===== src/kms_pkg.sv =====
// Shared constants of the key matrix scanner: register map, fields, reset values and timing
package kms_pkg;

  // ----------------------------------------------------------------
  // Register port geometry
  // ----------------------------------------------------------------
  localparam int ADDR_W = 4;
  localparam int DATA_W = 8;

  // ----------------------------------------------------------------
  // Register offsets
  // ----------------------------------------------------------------
  localparam logic [3:0] ADDR_SETUP    = 4'h0;  // Scan setup word
  localparam logic [3:0] ADDR_WAKE_EN  = 4'h1;  // keyscan_wake_enable
  localparam logic [3:0] ADDR_WAKE_REQ = 4'h2;  // keyscan_wake_request
  localparam logic [3:0] ADDR_STATUS   = 4'h3;  // keyscan_event_status and state
  localparam logic [3:0] ADDR_KEYDATA  = 4'h4;  // Returns caught at last scan end

  // ----------------------------------------------------------------
  // Field positions of the scan setup word
  // ----------------------------------------------------------------
  localparam int SETUP_COL_LSB   = 0;   // column_select_field, four bits
  localparam int SETUP_COL_W     = 4;
  localparam int SETUP_PAT_B0    = 4;   // scan_pattern_select low bit
  localparam int SETUP_PAT_B1    = 5;   // scan_pattern_select middle bit
  localparam int SETUP_CAUSE_BIT = 6;   // wake_cause_select
  localparam int SETUP_PAT_B2    = 7;   // scan_pattern_select high bit

  // Wake enable and request share one bit position
  localparam int WAKE_BIT = 5;

  // Status fields
  localparam int STATUS_EVENT_BIT   = 0;  // keyscan_event_status
  localparam int STATUS_PRESSED_BIT = 1;  // Key seen at last scan end
  localparam int STATUS_RUN_BIT     = 2;  // Scanner running
  localparam int STATUS_STOP_BIT    = 3;  // Stop mode seen

  // ----------------------------------------------------------------
  // Reset values
  // ----------------------------------------------------------------
  localparam logic [7:0] SETUP_RESET   = 8'h20;  // Pattern 010: scanning off
  localparam logic       WAKE_EN_RESET = 1'b0;

  // ----------------------------------------------------------------
  // Scan pattern codes
  // ----------------------------------------------------------------
  localparam logic [2:0] PAT_ONE   = 3'h0;  // 000
  localparam logic [2:0] PAT_ALL   = 3'h1;  // 001
  localparam logic [2:0] PAT_OFF   = 3'h2;  // 010
  localparam logic [1:0] PAT_EIGHT = 2'h2;  // 10X, top two bits
  localparam logic [2:0] PAT_FOUR  = 3'h6;  // 110
  localparam logic [2:0] PAT_TWO   = 3'h7;  // 111

  // ----------------------------------------------------------------
  // Timing
  // ----------------------------------------------------------------
  localparam longint CLOCK_HZ      = 100_000_000;
  localparam int     SCAN_MULT     = 2;      // Scan rate = frame * duty * 2
  localparam int     FRAME_HZ_DEF  = 64;
  localparam int     DUTY_DEF      = 4;
  localparam longint SCAN_PULSE_NS = 2000;   // Low pulse at end of each slot
  localparam int     PULSE_CYCLES  = int'((SCAN_PULSE_NS * CLOCK_HZ + 64'd999_999_999) / 64'd1_000_000_000);

  typedef enum logic [1:0] {
    KMS_OFF,
    KMS_SCAN,
    KMS_STOP
  } kms_state_e;

endpackage


===== src/kms_column_mask.sv =====
// Registered decoder from scan pattern and column field to the active column mask
module kms_column_mask (
  input  wire logic        clock,
  input  wire logic        reset_n,
  input  wire logic [2:0]  pattern,
  input  wire logic [3:0]  colField,
  output logic      [15:0] activeMask
);

  logic [15:0] activeMask_next;

  // Which columns take part in a scan cycle
  function automatic logic [15:0] decodeMask(input logic [2:0] pat, input logic [3:0] col);
    logic [15:0] m;
    m = 16'h0000;
    if (pat == kms_pkg::PAT_ONE)
      m = 16'h0001 << col;                              // [RQ6]
    else if (pat == kms_pkg::PAT_ALL)
      m = 16'hffff;                                     // [RQ7]
    else if (pat[2:1] == kms_pkg::PAT_EIGHT)
      m = col[3] ? 16'hff00 : 16'h00ff;                 // [RQ9]
    else if (pat == kms_pkg::PAT_FOUR)
      m = 16'h000f << {col[3:2], 2'h0};                 // [RQ10]
    else if (pat == kms_pkg::PAT_TWO)
      m = 16'h0003 << {col[3:1], 1'h0};                 // [RQ11]
    else
      m = 16'h0000;                                     // [RQ8]
    return m;
  endfunction

  // Next mask
  always_comb
  begin
    activeMask_next = decodeMask(pattern, colField);
  end

  // Mask register
  always_ff @(posedge clock)
  begin
    if (!reset_n)
      activeMask <= 16'h0000;
    else
      activeMask <= activeMask_next;
  end

endmodule


===== src/kms_key_matrix_scanner.sv =====
// Key matrix scanner sharing sixteen segment lines as scan columns
//
// How it works
// (RQ1) Scan rate is frame rate times duty times two
// (RQ2) Sixteen scan columns, four return inputs
// (RQ3) Build option enables self-running hardware scanning
// (RQ4) Cause 0: request on key press, then status
// (RQ5) Cause 1: request every scan end, then status
// (RQ6) Pattern 000: one column chosen by field
// (RQ7) Pattern 001: all sixteen columns, field ignored
// (RQ8) Pattern 010: scanning off, field ignored
// (RQ9) Pattern 10X: eight columns by bit three
// (RQ10) Pattern 110: four columns by bits three, two
// (RQ11) Pattern 111: column pair by bits three to one
// (RQ12) Return held low means key pressed
// (RQ13) Short low pulse on active columns per slot
// (RQ14) Stop mode: columns low, return pull-up on
// (RQ15) Software sets enable, clears request before halting
// (RQ16) Request sticky until cleared; none while disabled
//
// The placing of the registers and the plain strobed port were decided locally.
module kms_key_matrix_scanner #(
  parameter int FRAME_HZ    = kms_pkg::FRAME_HZ_DEF,
  parameter int DUTY_COUNT  = kms_pkg::DUTY_DEF,
  parameter bit KEYSCAN_OPT = 1'b1,
  parameter int SLOT_CYCLES = int'(kms_pkg::CLOCK_HZ / (FRAME_HZ * DUTY_COUNT * kms_pkg::SCAN_MULT))
) (
  input  wire logic        clock,
  input  wire logic        reset_n,
  input  wire logic [3:0]  regAddr,
  input  wire logic [7:0]  regWdata,
  input  wire logic        regWrite,
  input  wire logic        regRead,
  output logic      [7:0]  regRdata,
  input  wire logic [15:0] segmentDrive,
  input  wire logic        stopMode,
  input  wire logic [3:0]  keyReturnInputs,
  output logic      [15:0] keyScanColumns,
  output logic             returnPullUpEnable,
  output logic             keyscanWakeRequest
);

  // ----------------------------------------------------------------
  // Elaboration checks
  // ----------------------------------------------------------------
  if (DUTY_COUNT < 2 || DUTY_COUNT > 5)
  begin : g_duty_chk
    $error("Duty count must lie between 2 and 5");
  end
  if (SLOT_CYCLES < kms_pkg::PULSE_CYCLES + 2)
  begin : g_slot_chk
    $error("Scan slot too short for the column pulse");
  end

  // Slot counter size
  localparam int CNT_W = $clog2(SLOT_CYCLES + 1);
  localparam logic [CNT_W-1:0] SLOT_LAST   = CNT_W'(SLOT_CYCLES - 1);
  localparam logic [CNT_W-1:0] PULSE_START = CNT_W'(SLOT_CYCLES - kms_pkg::PULSE_CYCLES);

  // ----------------------------------------------------------------
  // Register state
  // ----------------------------------------------------------------
  logic [7:0]  setup_reg;
  logic [7:0]  setup_next;

  logic        wakeEn_reg;
  logic        wakeEn_next;

  logic        wakeReq_reg;
  logic        wakeReq_next;

  logic        eventStatus_reg;
  logic        eventStatus_next;

  logic        statusPend_reg;
  logic        statusPend_next;

  logic        pressed_reg;
  logic        pressed_next;

  logic [3:0]  keyData_reg;
  logic [3:0]  keyData_next;

  logic [7:0]  rdata_reg;
  logic [7:0]  rdata_next;

  // ----------------------------------------------------------------
  // Scan engine state
  // ----------------------------------------------------------------
  kms_pkg::kms_state_e state_reg;
  kms_pkg::kms_state_e state_next;

  logic [CNT_W-1:0]    slotCnt_reg;
  logic [CNT_W-1:0]    slotCnt_next;

  logic [15:0]         columns_reg;
  logic [15:0]         columns_next;

  logic                pullUp_reg;
  logic                pullUp_next;

  // ----------------------------------------------------------------
  // Decoded setup fields
  // ----------------------------------------------------------------
  logic [2:0]  patternSel;
  logic [3:0]  colField;
  logic        causeSel;
  logic        scanAllowed;
  logic [15:0] activeMask;
  logic        inPulse;
  logic        scanEnd;
  logic        keySeen;
  logic        wakeSet;
  logic        wrHit;

  // Field split of the setup word
  always_comb
  begin
    patternSel  = {setup_reg[kms_pkg::SETUP_PAT_B2], setup_reg[kms_pkg::SETUP_PAT_B1],
                   setup_reg[kms_pkg::SETUP_PAT_B0]};
    colField    = setup_reg[kms_pkg::SETUP_COL_LSB +: kms_pkg::SETUP_COL_W];
    causeSel    = setup_reg[kms_pkg::SETUP_CAUSE_BIT];
    // Code 011 is not defined, so it is treated as scanning off
    scanAllowed = KEYSCAN_OPT && (patternSel != kms_pkg::PAT_OFF)            // [RQ3] [RQ8]
                  && (patternSel != 3'h3);
  end

  // Column mask decoder, registered so the pulse sees a settled mask
  kms_column_mask u_mask (
    .clock      (clock),
    .reset_n    (reset_n),
    .pattern    (patternSel),
    .colField   (colField),
    .activeMask (activeMask)
  );

  // ----------------------------------------------------------------
  // Scan engine
  // ----------------------------------------------------------------

  // Slot timing: pulse window closes each slot of frame/duty/2 period
  always_comb
  begin
    inPulse = (state_reg == kms_pkg::KMS_SCAN) && (slotCnt_reg >= PULSE_START);  // [RQ13]
    scanEnd = (state_reg == kms_pkg::KMS_SCAN) && (slotCnt_reg == SLOT_LAST);    // [RQ1]

    // A return still low at the last pulse cycle is a held key; a full pulse is not
    keySeen = scanEnd && (activeMask != 16'h0000) && (keyReturnInputs != 4'hf); // [RQ12]
  end

  // Next state, counter and pin values
  always_comb
  begin
    state_next   = state_reg;
    slotCnt_next = slotCnt_reg;
    columns_next = segmentDrive;
    pullUp_next  = 1'b0;
    case (state_reg)
      // Idle until allowed
      kms_pkg::KMS_OFF:
      begin
        slotCnt_next = '0;
        if (stopMode)
          state_next = kms_pkg::KMS_STOP;
        else if (scanAllowed)
          state_next = kms_pkg::KMS_SCAN;                                   // [RQ3]
      end
      // Count, dip in window
      kms_pkg::KMS_SCAN:
      begin
        if (stopMode)
        begin
          state_next   = kms_pkg::KMS_STOP;
          slotCnt_next = '0;
        end
        else if (!scanAllowed)
        begin
          state_next   = kms_pkg::KMS_OFF;
          slotCnt_next = '0;
        end
        else if (scanEnd)
          slotCnt_next = '0;                                                // [RQ1]
        else
          slotCnt_next = slotCnt_reg + 1'b1;

        // Only active columns dip; the display level is kept elsewhere
        if (inPulse)
          columns_next = segmentDrive & ~activeMask;                        // [RQ13] [RQ2]
      end
      // Held until stop lifts
      kms_pkg::KMS_STOP:
      begin
        slotCnt_next = '0;
        if (!stopMode)
          state_next = kms_pkg::KMS_OFF;
      end
      // Recover to idle
      default:
      begin
        state_next   = kms_pkg::KMS_OFF;
        slotCnt_next = '0;
      end
    endcase

    // Stop overrides the display drive at once
    if (stopMode || state_next == kms_pkg::KMS_STOP)
    begin
      columns_next = 16'h0000;                                              // [RQ14]
      pullUp_next  = 1'b1;                                                  // [RQ14]
    end
  end

  // Engine registers
  always_ff @(posedge clock)
  begin
    if (!reset_n)
    begin
      state_reg   <= kms_pkg::KMS_OFF;
      slotCnt_reg <= '0;
      columns_reg <= 16'h0000;
      pullUp_reg  <= 1'b0;
    end
    else
    begin
      state_reg   <= state_next;
      slotCnt_reg <= slotCnt_next;
      columns_reg <= columns_next;
      pullUp_reg  <= pullUp_next;
    end
  end

  // ----------------------------------------------------------------
  // Wake request and status
  // ----------------------------------------------------------------

  // Raise cause: key press or every scan end; never while idle
  always_comb
  begin
    wakeSet = wakeEn_reg && (causeSel ? scanEnd : keySeen);                 // [RQ4] [RQ5] [RQ16]
  end

  // ----------------------------------------------------------------
  // Register port
  // ----------------------------------------------------------------

  // Register writes, sticky flags with set winning over clear
  always_comb
  begin
    wrHit            = regWrite;
    setup_next       = setup_reg;
    wakeEn_next      = wakeEn_reg;
    wakeReq_next     = wakeReq_reg;
    eventStatus_next = eventStatus_reg;
    statusPend_next  = wakeSet;
    pressed_next     = pressed_reg;
    keyData_next     = keyData_reg;
    // Software writes
    if (wrHit && regAddr == kms_pkg::ADDR_SETUP)
      setup_next = regWdata;                                                // [RQ6]
    else if (wrHit && regAddr == kms_pkg::ADDR_WAKE_EN)
      wakeEn_next = regWdata[kms_pkg::WAKE_BIT];                            // [RQ15]
    else if (wrHit && regAddr == kms_pkg::ADDR_WAKE_REQ && regWdata[kms_pkg::WAKE_BIT])
      wakeReq_next = 1'b0;                                                  // [RQ15] [RQ16]
    else if (wrHit && regAddr == kms_pkg::ADDR_STATUS && regWdata[kms_pkg::STATUS_EVENT_BIT])
      eventStatus_next = 1'b0;

    // Hardware set lands after the clear so it is never lost
    if (wakeSet)
      wakeReq_next = 1'b1;                                                  // [RQ16]

    // Status follows the request one cycle later
    if (statusPend_reg)
      eventStatus_next = 1'b1;                                              // [RQ4] [RQ5]

    // Latch returns at end
    if (scanEnd)
    begin
      pressed_next = keySeen;
      keyData_next = ~keyReturnInputs;                                      // [RQ12]
    end
  end

  // Read data stand only in the cycle after the strobe
  always_comb
  begin
    rdata_next = 8'h00;
    if (regRead)
    begin
      // Address decode
      if (regAddr == kms_pkg::ADDR_SETUP)
        rdata_next = setup_reg;
      else if (regAddr == kms_pkg::ADDR_WAKE_EN)
        rdata_next = 8'(wakeEn_reg) << kms_pkg::WAKE_BIT;
      else if (regAddr == kms_pkg::ADDR_WAKE_REQ)
        rdata_next = 8'(wakeReq_reg) << kms_pkg::WAKE_BIT;
      else if (regAddr == kms_pkg::ADDR_STATUS)
      begin
        rdata_next[kms_pkg::STATUS_EVENT_BIT]   = eventStatus_reg;
        rdata_next[kms_pkg::STATUS_PRESSED_BIT] = pressed_reg;
        rdata_next[kms_pkg::STATUS_RUN_BIT]     = (state_reg == kms_pkg::KMS_SCAN);
        rdata_next[kms_pkg::STATUS_STOP_BIT]    = (state_reg == kms_pkg::KMS_STOP);
      end
      else if (regAddr == kms_pkg::ADDR_KEYDATA)
        rdata_next = {4'h0, keyData_reg};
      else
        rdata_next = 8'h00;                                                 // Unmapped reads zero
    end
  end

  // Register file flops
  always_ff @(posedge clock)
  begin
    if (!reset_n)
    begin
      setup_reg       <= kms_pkg::SETUP_RESET;
      wakeEn_reg      <= kms_pkg::WAKE_EN_RESET;
      wakeReq_reg     <= 1'b0;
      eventStatus_reg <= 1'b0;
      statusPend_reg  <= 1'b0;
      pressed_reg     <= 1'b0;
      keyData_reg     <= 4'h0;
      rdata_reg       <= 8'h00;
    end
    else
    begin
      setup_reg       <= setup_next;
      wakeEn_reg      <= wakeEn_next;
      wakeReq_reg     <= wakeReq_next;
      eventStatus_reg <= eventStatus_next;
      statusPend_reg  <= statusPend_next;
      pressed_reg     <= pressed_next;
      keyData_reg     <= keyData_next;
      rdata_reg       <= rdata_next;
    end
  end

  // ----------------------------------------------------------------
  // Outputs, all straight from flops
  // ----------------------------------------------------------------
  assign regRdata           = rdata_reg;
  assign keyScanColumns     = columns_reg;
  assign returnPullUpEnable = pullUp_reg;
  assign keyscanWakeRequest = wakeReq_reg;

endmodule


===== config.mk =====
export PLATFORM = sky130hd
export DESIGN_NAME = kms_key_matrix_scanner
export DESIGN_NICKNAME = d
export VERILOG_FILES = /design/src/kms_pkg.sv /design/src/kms_column_mask.sv /design/src/kms_key_matrix_scanner.sv
export SDC_FILE = /design/constraint.sdc
export NUM_CORES = 1
export LEC_CHECK = 0
export BUFFER_PORTS_ARGS = -buffer_cell sky130_fd_sc_hd__buf_2
export CAP_MARGIN = 20
export CELL_PAD_IN_SITES_DETAIL_PLACEMENT = 1
export CELL_PAD_IN_SITES_GLOBAL_PLACEMENT = 2
export CORE_MARGIN = 4
export CORE_UTILIZATION = 29
export DETAILED_ROUTE_END_ITERATION = 16
export PLACE_DENSITY = 0.72
export SYNTH_ARGS = -nofsm -noshare
export SYNTH_HDL_FRONTEND = slang
export SYNTH_SLANG_ARGS = --single-unit

===== constraint.sdc =====
create_clock -name clock -period 1.54 [get_ports clock]
set_input_delay 0.308 -clock clock [delete_from_list [all_inputs] [get_ports clock]]
set_output_delay 0.308 -clock clock [all_outputs]
set_load 0.02 [all_outputs]

; ---- After elaboration in Yosys (flattened, before gate mapping)
; Index checks and enable logic that the tools add are counted.
[totals]
regBits = 78
inputBits = 37
output_inout_bits = 26
word_cells = 101
[classes]
add_sub_neg = 1
n_lt_le_gt_ge = 1
n_eq_ne = 20
shifts = 3
muxes = 31
n_bitwise = 7
reduce_logical = 25
[op_table]
columns = operator, n
row1 = $mux W16, 8
row2 = $mux W8, 3
row3 = $add A18 B1 Y18 const B, 1
row4 = $eq A18 B18 Y1 const B, 1
row5 = $ge A18 B18 Y1 const B, 1
row6 = $and A16 B16 Y16, 1
row7 = $not A16 Y16, 1
row8 = $reduce_bool A16 Y1, 1
row9 = $shl A1 B4 Y16 const A, 1
row10 = $shl A2 B4 Y16 const A, 1
row11 = $shl A4 B4 Y16 const A, 1
row12 = $logic_and A1 B1 Y1, 12
row13 = $mux W4, 3
row14 = $mux W1, 11
row15 = $mux W2, 5
row16 = $ne A2 B2 Y1 const B, 5
row17 = $eq A4 B2 Y1 const B, 2
row18 = $eq A2 B2 Y1 const B, 3
row19 = $eq A3 B3 Y1 const B, 2
row20 = $ne A3 B2 Y1 const B, 2
row21 = $pmux W2 S3, 1
row22 = $reduce_or A5 Y1, 1
row23 = $eq A4 B1 Y1 const B, 1
row24 = $eq A4 B3 Y1 const B, 1
row25 = other kinds (14), 19

; ---- Depth between registers and ports, before layout
; Gate-level depths: netlist of run 1.
[logic_depth]
ltp_word = 8
ltp_mapped = 7
ltp_nobuf = 5

; ---- Cells and area by module
; From an unflattened synthesis of run 1, not the netlist that was laid out.
[hier_totals]
cells_unflattened = 383
area_unflattened_um2 = 3344.5
[by_module_without_submodules]
columns = module, n_inst, cells_per_inst, area_per_inst_um2, seq_area_each_um2
row1 = kms_key_matrix_scanner, 1, 307, 2628.8, 1241.2
row2 = kms_column_mask, 1, 76, 715.7, 320.3

; ---- Worst setup path after synthesis of run 1
; OpenSTA, ideal clock, no wires.
[synth_path]
path_type = reg-to-reg
start = register slotCnt_reg[0]
end = register slotCnt_reg[15]
setup_time_ps = 65
arrival_ps = 1566
required_ps = 1475
setup_slack_ps = -90
path_stages_with_launch = 8
n_path_buf = 3
synth_period_minus_slack_ps = 1630
cell_sequence = dfxtp_1 > ha_1 > and3_1 > clkbuf_1 > a311o_1 > buf_4 > buf_6 > nor2_1
[synth_between]
elab_chain_cells = 3
word_cells_on_any_way = 4
cone_classes = 1 x add/sub / 1 x eq/ne / 2 x reduce/logical
[synth_rtl]
columns = item, line
row1 = "start, declared", kms_key_matrix_scanner.sv:93  ; logic [CNT_W-1:0] slotCnt_reg;
row2 = "start signal, assigned", kms_key_matrix_scanner.sv:226  ; slotCnt_reg <= slotCnt_next;
row3 = branches (longest 3 deep; another with $add A18 B1 Y18), n/a
; Several ways; the timed one is not identified.
; A chain may end at the register's enable or synchronous reset.

; ---- Worst setup path after layout of run 1
[layout_path]
start = register slotCnt_reg[14]
end = register columns_reg[6], in the netlist keyScanColumns[6]
[layout_between]
elab_chain_cells = 4
[layout_rtl]
columns = item, line
row1 = $ge A18 B18 Y1, kms_key_matrix_scanner.sv:144  ; inPulse = (state_reg == kms_pkg::KMS_SCAN) && (slotCnt_reg >= PULSE_START);
row2 = $logic_and A1 B1 Y1, kms_key_matrix_scanner.sv:144
row3 = $mux W16, kms_key_matrix_scanner.sv:187  ; if (inPulse)
row4 = $mux W16, kms_key_matrix_scanner.sv:158  ; case (state_reg)
row5 = "end signal, assigned", kms_key_matrix_scanner.sv:227  ; columns_reg <= columns_next;
row6 = "end, declared", kms_key_matrix_scanner.sv:96  ; logic [15:0] columns_reg;
; Every way passes these cells.

==> results of run 1 <==
## kinds of logic after synthesis
| family | share of synthesized area (%) |
|---|---|
| flops | 48.3 |
| fa+ha+maj | 0.774 |
| mux | 2.17 |
| xor+xnor | 3.52 |
| compound gates | 15.6 |
| buf+inv | 3.87 |
| simple gates | 25.7 |
## worst register-to-register path, cell delays in order (launching register included)
cell and delay, ps:
dfxtp_2 350, nand4_1 190, nor4_4 310, buf_4 170, a32o_2 160, buf_12 150, a21oi_1 90
## per-stage QoR
step                TNS (ps)  std cells  setup WS (ps)
floorplan                  0        369           22.5
global placement       -14.1        585          -14.1
detailed placement      -242        585          -30.7
CTS                        0        602           4.42
global route           -1470        606          -72.1
finish                     0        606           15.1
## how the worst min path moves through the flow
stage                                     startpoint                            end  slack [ps]  cells past startpoint
floorplan                                 regAddr[2]         regRdata[5]$_SDFF_PN0_         390                      1
global placement     u_mask.activeMask[6]$_SDFF_PN0_   keyScanColumns[6]$_SDFF_PP0_         420                      1
detailed placement  u_mask.activeMask[10]$_SDFF_PN0_  keyScanColumns[10]$_SDFF_PP0_         420                      1
CTS                                  segmentDrive[8]   keyScanColumns[8]$_SDFF_PP0_         140                      3
global route                        segmentDrive[15]  keyScanColumns[15]$_SDFF_PP0_         150                      3
finish                              segmentDrive[12]  keyScanColumns[12]$_SDFF_PP0_         160                      3
## power groups by stage
stage | clock network [mW] | registers, mW | logic (mW)
2_1_floorplan | 0 | 2.12 | 0.0853
3_3_place_gp | 0 | 2.10 | 0.209
3_5_place_dp | 0 | 2.10 | 0.212
4_1_cts | 1.94 | 2.05 | 0.214
5_1_grt | 2.04 | 2.05 | 0.236
6_report | 1.87 | 2.05 | 0.210
## cell usage after synthesis (3+ instances only)
master / number / area share (%)
nand2b_1: 6 / 1.2
nor2_1: 29 / 3.4
dfxtp_1: 78 / 48
nand2_1: 49 / 5.7
and2_1: 7 / 1.4
mux2i_1: 7 / 2.2
nor2b_1: 6 / 1.2
o21ai_0: 14 / 2.2
nand3_1: 22 / 3.4
a21oi_1: 24 / 3.7
inv_1: 9 / 1.0
o21a_1: 8 / 1.9
nor4_1: 9 / 1.7
clkbuf_1: 13 / 1.5
nand3b_1: 3 / 0.70
a31oi_1: 3 / 0.58
a21boi_0: 19 / 4.4
a22oi_1: 3 / 0.70
xor2_1: 6 / 1.6
buf_2: 4 / 0.62
nor3_1: 6 / 0.93
xnor2_1: 7 / 1.9
nand4_1: 11 / 2.1
## final cells by class
cell class | count | area [µm²]
repair buffers | 101 | 653
fillers | 1296 | 6580
multi-input cells | 262 | 1620
clock buffers | 9 | 124
flip-flops and latches | 78 | 1580
well taps | 140 | 175
clock inverters | 7 | 121
inverters | 9 | 33.8
## routing by layer
layer  vias up  share of wire [%]  track usage [%]  wire, µm
met1      1408                 49             20.1      4460
met2        47                 46             22.9      4230
met5         -                  0                0         0
li1       1469                  -                -         -
met4         0                1.7             5.77       157
met3        12                3.4             3.24       311
## what timing repair did
item	4_1_cts	5_1_grt
cloned	0	2
pin swaps	2	9
endpoints found under the setup margin	18	43
resized for setup	8	22
buffers inserted	1	2
==> run_results.csv, run 1 <==
group,metric,value,unit
run_status,status,"finished, final reports clean",
sta,hold_ws,163,ps
critical_path,cp_cell_sequence,"nand4_1 -> nor4_4 -> buf_4 -> a32o_2 -> buf_12 -> a21oi_1",
clock_network,clock_latency,360,ps
global_route,grt_max_degree,21,
clock_network,cts_root_buf,"clkbuf_8",
detailed_routing,routed_wl,9160,µm
detailed_routing,drc,0,
global_route,gr-total-overflow,0,
sta,clock_skew,7.45,ps
placed_design,gp_congestion,0.787,
die,ios,63,
detailed_routing,wl_per_cell,15.1,µm
critical_path,worst_setup_path_end_kind,"register",
global_route,grt_pass1_wl,15100,µm
placed_design,numPortBuffers,62,
die,core,10900,µm²
die,die-height,114,µm
clock_network,clk_pin_slew,80,ps
sta,fin_crit_sh,99.0,%
sta,finalCriticalPeriod,1520,ps
power,power_density,959,nW/µm²
critical_path,worstReg2RegStart,"slotCnt_reg[14]$_SDFF_PP0_",
global_route,grt_pass1_vias,3010,
critical_path,critPathSlowestCell,"dfxtp_2",
power,p_total,4.13,mW
power,clkPwrFrac,45.3,%
critical_path,cp.required,1790,ps
sta,rsz0062_at_grt,"yes",
critical_path,critPathMaxStageDelay,350,ps
clock_network,cts_tree,"yes",
sta,tightest_slew,335,ps
power,irDropWorstVdd,409,µV
placed_design,hpwlAfterDp,6790,µm
clock_network,cts_hold_buf,0,
critical_path,crit_buf_inv,2,
critical_path,path_delay_family,"simple AND/OR/NAND/NOR gates",
finish,num_antenna_cells,0,
detailed_routing,vias,2936,
finish,largest_reg_flops,18,
synth,syn_area_per_cell,8.76,µm²
synth,ys_seq_area_share,48.3,%
die,chipWidth,114,µm
synth,ys_ff_latch,78,
critical_path,critical_path_depth,6,
synth,synth_area,3230,µm²
detailed_routing,drtIter0Drc,115,
sta,maxSlewHeadroom,77.5,%
critical_path,crit_start,"slotCnt_reg[14]$_SDFF_PP0_",
clock_network,cts_buffer_depth,2,
critical_path,rr_worst_depth,6,
finish,fin_area,4310,µm²
critical_path,critPathKind,"reg2reg",
power,p_switching,0.920,mW
finish,drive_gt1_share,33.3,%
clock_network,cts.sinks,78,
power,pwr-share-comb,5.1,%
sta,max_freq,656,MHz
sta,setup_viol,0,
detailed_routing,viasPerCell,4.84,
finish,final_common_cell,"dfxtp_1",
synth,syn_inst,369,
die,num_rows,38,
critical_path,crit_path_start_kind,"register",
detailed_routing,ant_nets,0,
synth,synth_ff_type,"dfxtp_1",
global_route,antenna_found_initial,0,
die,initial_utilization,29.7,%
finish,layout-area-overhead-vs-synth,33.3,%
power,swShare,22.3,%
power,leakage,1.73,nW
flow_run,drv_cap,0,
placed_design,placed_cell_area,3920,µm²
synth,ys_types,45,
clock_network,cts_buffers,9,
worst_hold_path,worst_hold_path_type,"in2reg",
die,die_area,12900,µm²
critical_path,crit_path_end,"keyScanColumns[6]$_SDFF_PP0_",
power,seq_power_share,49.6,%
critical_path,r2r_setup_slack,20,ps
finish,fin_nets,500,
critical_path,worst-path-max-fanout,16,
sta,final_max_slew_viol_count,0,
global_route,track_usage,14.8,%
critical_path,r2r-end,"keyScanColumns[6]$_SDFF_PP0_",
sta,final-hold-violation-count,0,
synth,synth_edf_count,0,
power,p_int,3.21,mW
synth,yosysWarnings,0,
detailed_routing,detail_route.first_pass.iterations,4,
synth,async_flop_share,0,%
finish,layout_common_cells,"64 x dfxtp_1, 62 x buf_2, 49 x nand2_1",
critical_path,arrival,1770,ps
synth,syn_nets,408,
clock_network,h-tree-depth,3,
finish,post-route-util,39.6,%
Power figures use the tool's default switching activity.
==> inputs of run 2 (changes only) <==
Settings changed: CELL_PAD_IN_SITES_GLOBAL_PLACEMENT 2 to 1, CORE_UTILIZATION 29 to 30, PLACE_DENSITY 0.72 to 0.61, REMOVE_ABC_BUFFERS set to 1.
==> run_results.csv, run 2 (synthesized netlist as in run 1, its figures left out) <==
group,metric,value,unit
detailed_routing,detail_route.first_pass.iterations,4,
clock_network,clock_latency,350,ps
detailed_routing,drtIter0Drc,94,
sta,maxSlewHeadroom,74.4,%
sta,setup_slack,-17.5,ps
critical_path,cp_cell_sequence,"nand4_1 -> nor4_4 -> buf_4 -> a311o_1 -> buf_6 -> clkbuf_16 -> nor2_1",
global_route,grt_max_degree,25,
power,clkPwrFrac,38.2,%
worst_hold_path,hold_path_end,"keyScanColumns[14]$_SDFF_PP0_",
clock_network,cts_buffer_depth,2,
worst_hold_path,hold_depth,3,
detailed_routing,drc,0,
clock_network,cts_root_buf,"clkbuf_8",
clock_network,clk_pin_slew,90,ps
critical_path,cp.required,1790,ps
critical_path,critPathKind,"reg2reg",
sta,clock_skew,8.32,ps
sta,final_max_slew_viol_count,0,
clock_network,cts.sinks,78,
critical_path,worstReg2RegStart,"slotCnt_reg[12]$_SDFF_PP0_",
power,leakage,1.76,nW
die,core,10400,µm²
sta,final.setup.tns,-107,ps
detailed_routing,routed_wl,8890,µm
power,irDropWorstVdd,393,µV
placed_design,numPortBuffers,62,
global_route,track_usage,14.3,%
finish,layout_common_cells,"69 x dfxtp_1, 62 x buf_2, 49 x nand2_1",
die,die_area,12500,µm²
critical_path,crit_path_start_kind,"register",
die,num_rows,37,
finish,largest_reg_flops,18,
finish,drive_gt1_share,32.8,%
sta,max_freq,642,MHz
die,chipWidth,112,µm
placed_design,placed_cell_area,3980,µm²
critical_path,worst_setup_path_end_kind,"register",
sta,final-hold-violation-count,0,
placed_design,hpwlAfterDp,6570,µm
power,seq_power_share,55.9,%
finish,nFillCells,1293,
critical_path,r2r-end,"slotCnt_reg[10]$_SDFF_PP0_",
finish,layout-area-overhead-vs-synth,33.2,%
critical_path,rr_worst_depth,7,
sta,tightest_slew,383,ps
critical_path,worst-path-max-fanout,4,
worst_hold_path,worst_hold_path_type,"in2reg",
flow_run,drv_cap,0,
critical_path,critPathMaxStageDelay,340,ps
global_route,grt_pass1_vias,3026,
finish,num_antenna_cells,0,
placed_design,gp_congestion,0.788,
clock_network,cts_buffers,9,
run_status,violations,"negative setup slack",
finish,fin_nets,512,
die,initial_utilization,31.0,%
global_route,antenna_found_initial,0,
clock_network,h-tree-depth,3,
sta,finalCriticalPeriod,1560,ps
die,ios,63,
run_status,status,"finished, violations left",
power,p_int,2.73,mW
critical_path,crit_start,"slotCnt_reg[12]$_SDFF_PP0_",
detailed_routing,wl_per_cell,14.5,µm
global_route,grt_pass1_wl,14500,µm
worst_hold_path,hp-start,"segmentDrive[14]",
critical_path,critPathSlowestCell,"dfxtp_2",
power,swShare,25.4,%
detailed_routing,viasPerCell,4.86,
sta,rsz0062_at_grt,"yes",
critical_path,arrival,1810,ps
power,p_switching,0.931,mW
global_route,gr-total-overflow,0,
detailed_routing,vias,2986,
detailed_routing,ant_nets,0,
critical_path,r2r_setup_slack,-20,ps
sta,setup_viol,9,
sta,fin_crit_sh,101,%
clock_network,cts_tree,"yes",
die,die-height,112,µm
power,pwr-share-comb,5.8,%
power,power_density,851,nW/µm²
finish,final_common_cell,"dfxtp_1",
finish,fin_area,4310,µm²
run 2: cell type report:
type	count	area [µm²]	share of cell area (%)
well taps	136	170	3.95
repair buffers	113	747	17.3
clock buffers	9	124	2.88
clock inverters	7	56.3	1.31
multi-input cells	262	1600	37.2
inverters	9	33.8	0.784
flip-flops and latches	78	1570	36.5
run 2: worst max-delay path by stage:
stage / end / slack [ps]
detailed placement: keyscanWakeRequest$_SDFFE_PN0P_ / -140
global route: slotCnt_reg[2]$_SDFF_PP0_ / -110
CTS: slotCnt_reg[11]$_SDFF_PP0_ / -20
finish: slotCnt_reg[10]$_SDFF_PP0_ / -20
global placement: keyscanWakeRequest$_SDFFE_PN0P_ / -50
floorplan: slotCnt_reg[11]$_SDFF_PP0_ / -310
run 2: metal layers:
| metal | wire [µm] | up-vias | track usage (%) |
|---|---|---|---|
| met3 | 388 | 8 | 3.53 |
| met5 | 0 | - | 0 |
| met1 | 4390 | 1419 | 18.9 |
| met2 | 4020 | 68 | 22.6 |
| met4 | 91 | 0 | 5.11 |
| li1 | - | 1491 | - |
run 2: worst max-delay path: cells and delay by family, from the launching register on:
kind            cells  cell delay (ps)
compound gates      1              200
buf+inv             3              430
flops               1              340
simple gates        3              480
run 2: per-stage QoR:
stage          power [mW]  setup slack (ps)  cells  util (%)  hold WS (ps)
2_1_floorplan        2.19              -314    349         -           380
3_3_place_gp         2.31             -47.5    591      38.2           417
3_5_place_dp         2.31              -141    591      38.2           423
4_1_cts              3.74             -20.9    611      40.8           140
5_1_grt              3.84              -112    614      41.4           145
6_report             3.67             -17.5    614      41.4           161
run 2: repair_timing:
item / CTS / global route
endpoints found under the setup margin: 20 / 31
gates cloned: 1 / 1
gates resized for setup: 12 / 10
hold buffers: 0 / 0
pin swaps: 5 / 7
setup buffers: 3 / 4
run 2: power groups by stage:
stage	clock (mW)	combinational (mW)	sequential, mW
6_report	1.40	0.214	2.05
3_3_place_gp	0	0.213	2.10
5_1_grt	1.55	0.237	2.05
4_1_cts	1.48	0.216	2.05
3_5_place_dp	0	0.214	2.10
2_1_floorplan	0	0.0643	2.12
==> inputs of run 3 (changes only) <==
Settings changed: PLACE_DENSITY 0.61 to unset, PLACE_DENSITY_LB_ADDON set to 0.1.
==> run_results.csv, run 3 (synthesized netlist as in run 1, its figures left out) <==
group,metric,value,unit
run_status,status,"finished, final reports clean",
clock_network,clock_latency,350,ps
detailed_routing,ant_nets,0,
global_route,grt_pass1_wl,15000,µm
clock_network,h-tree-depth,3,
critical_path,worst-path-max-fanout,3,
sta,hold_ws,170,ps
sta,maxSlewHeadroom,77.0,%
sta,rsz0062_at_grt,"yes",
detailed_routing,routed_wl,8990,µm
detailed_routing,vias,2879,
sta,setup_viol,0,
critical_path,arrival,1790,ps
global_route,gr-total-overflow,0,
flow_run,drv_cap,0,
die,initial_utilization,31.0,%
die,die_area,12500,µm²
critical_path,cp_cell_sequence,"ha_2 -> nand3_1 -> or3_4 -> or3_1 -> a21oi_2",
critical_path,worst_setup_path_end_kind,"register",
critical_path,crit_path_start_kind,"register",
die,die-height,112,µm
sta,final_max_slew_viol_count,0,
clock_network,cts_buffers,9,
detailed_routing,drc,0,
clock_network,cts_buffer_depth,2,
clock_network,cts_root_buf,"clkbuf_8",
clock_network,cts.sinks,78,
power,irDropWorstVdd,335,µV
die,core,10400,µm²
sta,max_freq,666,MHz
detailed_routing,viasPerCell,4.74,
die,ios,63,
sta,final-hold-violation-count,0,
sta,final.setup.tns,0,ps
critical_path,path_delay_family,"simple AND/OR/NAND/NOR gates",
sta,fin_crit_sh,97.5,%
clock_network,cts_tree,"yes",
detailed_routing,drtIter0Drc,70,
finish,largest_reg_flops,18,
placed_design,hpwlAfterDp,6830,µm
sta,clock_skew,14.4,ps
placed_design,numPortBuffers,62,
sta,finalCriticalPeriod,1500,ps
critical_path,critPathMaxStageDelay,380,ps
critical_path,critPathKind,"reg2reg",
finish,layout_common_cells,"66 x dfxtp_1, 62 x buf_2, 49 x nand2_1",
die,num_rows,37,
power,leakage,1.71,nW
critical_path,cp.required,1830,ps
global_route,grt_max_degree,23,
die,chipWidth,112,µm
finish,final_common_cell,"dfxtp_1",
critical_path,critPathSlowestCell,"or3_4",
worst_hold_path,worst_hold_path_type,"in2reg",
detailed_routing,detail_route.first_pass.iterations,4,
global_route,track_usage,14.9,%
power,power_density,893,nW/µm²
critical_path,crit_buf_inv,0,
finish,post-route-util,40.7,%
placed_design,gp_congestion,0.796,
global_route,grt_pass1_vias,3066,
clock_network,clk_pin_slew,90,ps
finish,fin_nets,505,
finish,drive_gt1_share,32.5,%
finish,layout-area-overhead-vs-synth,31.1,%
finish,num_antenna_cells,0,
sta,tightest_slew,342,ps
clock_network,cts_hold_buf,0,
detailed_routing,wl_per_cell,14.8,µm
global_route,antenna_found_initial,0,
-- run 3: path summary, 6_finish.rpt --
kind                                    startpoint                       endpoint  slack, ps  cells past startpoint
hold / removal                     segmentDrive[9]   keyScanColumns[9]$_SDFF_PP0_        170                      3
setup / recovery         slotCnt_reg[1]$_SDFF_PP0_     slotCnt_reg[16]$_SDFF_PP0_         40                      5
hold reg to reg   u_mask.activeMask[14]$_SDFF_PN0_  keyScanColumns[14]$_SDFF_PP0_        430                      1
setup reg to reg         slotCnt_reg[1]$_SDFF_PP0_     slotCnt_reg[16]$_SDFF_PP0_         40                      5
-- run 3: final cells by class --
type	instances	area [µm²]
well taps	136	170
inverters	9	33.8
repair buffers	106	666
clock inverters	7	73.8
fillers	1268	6180
clock buffers	9	124
flip-flops and latches	78	1580
multi-input cells	262	1600
-- run 3: timing repair --
action,4_1_cts,5_1_grt
gates cloned,0,0
pin swaps,0,4
gates resized for setup,5,16
endpoints found under the hold margin,0,0
setup buffers,0,1
endpoints found under the setup margin,4,49
-- run 3: routing by layer --
| metal | track usage, % | part of all wire, % |
|---|---|---|
| met5 | 0 | 0 |
| met1 | 19.2 | 48 |
| met3 | 3.75 | 4.4 |
| met2 | 23.9 | 46 |
| met4 | 5.60 | 1.3 |
-- run 3: worst reg2reg max path, delay by kind of cell (launching register included) --
family	cells	cell delay, ps
adder cells (fa/ha/maj)	1	180
flip-flops	1	340
AND/OR/NAND/NOR	3	810
AO/OA/AOI/OAI	1	130
-- run 3: report_power, final --
| group | total [mW] | switching (mW) | internal, mW |
|---|---|---|---|
| Sequential | 2.05 | 0.0123 | 2.04 |
| Clock | 1.52 | 0.771 | 0.754 |
| Combinational | 0.211 | 0.118 | 0.0934 |
| Total | 3.79 | 0.901 | 2.89 |
-- run 3: stage by stage --
step	setup slack (ps)	total power [mW]	instances	area [µm²]
6_report	38.3	3.79	607	4240
2_1_floorplan	-314	2.19	349	3140
4_1_cts	2.57	3.87	606	4190
3_5_place_dp	-24.4	2.31	590	3970
3_3_place_gp	-44.8	2.31	590	3970
5_1_grt	-32.6	3.97	607	4240
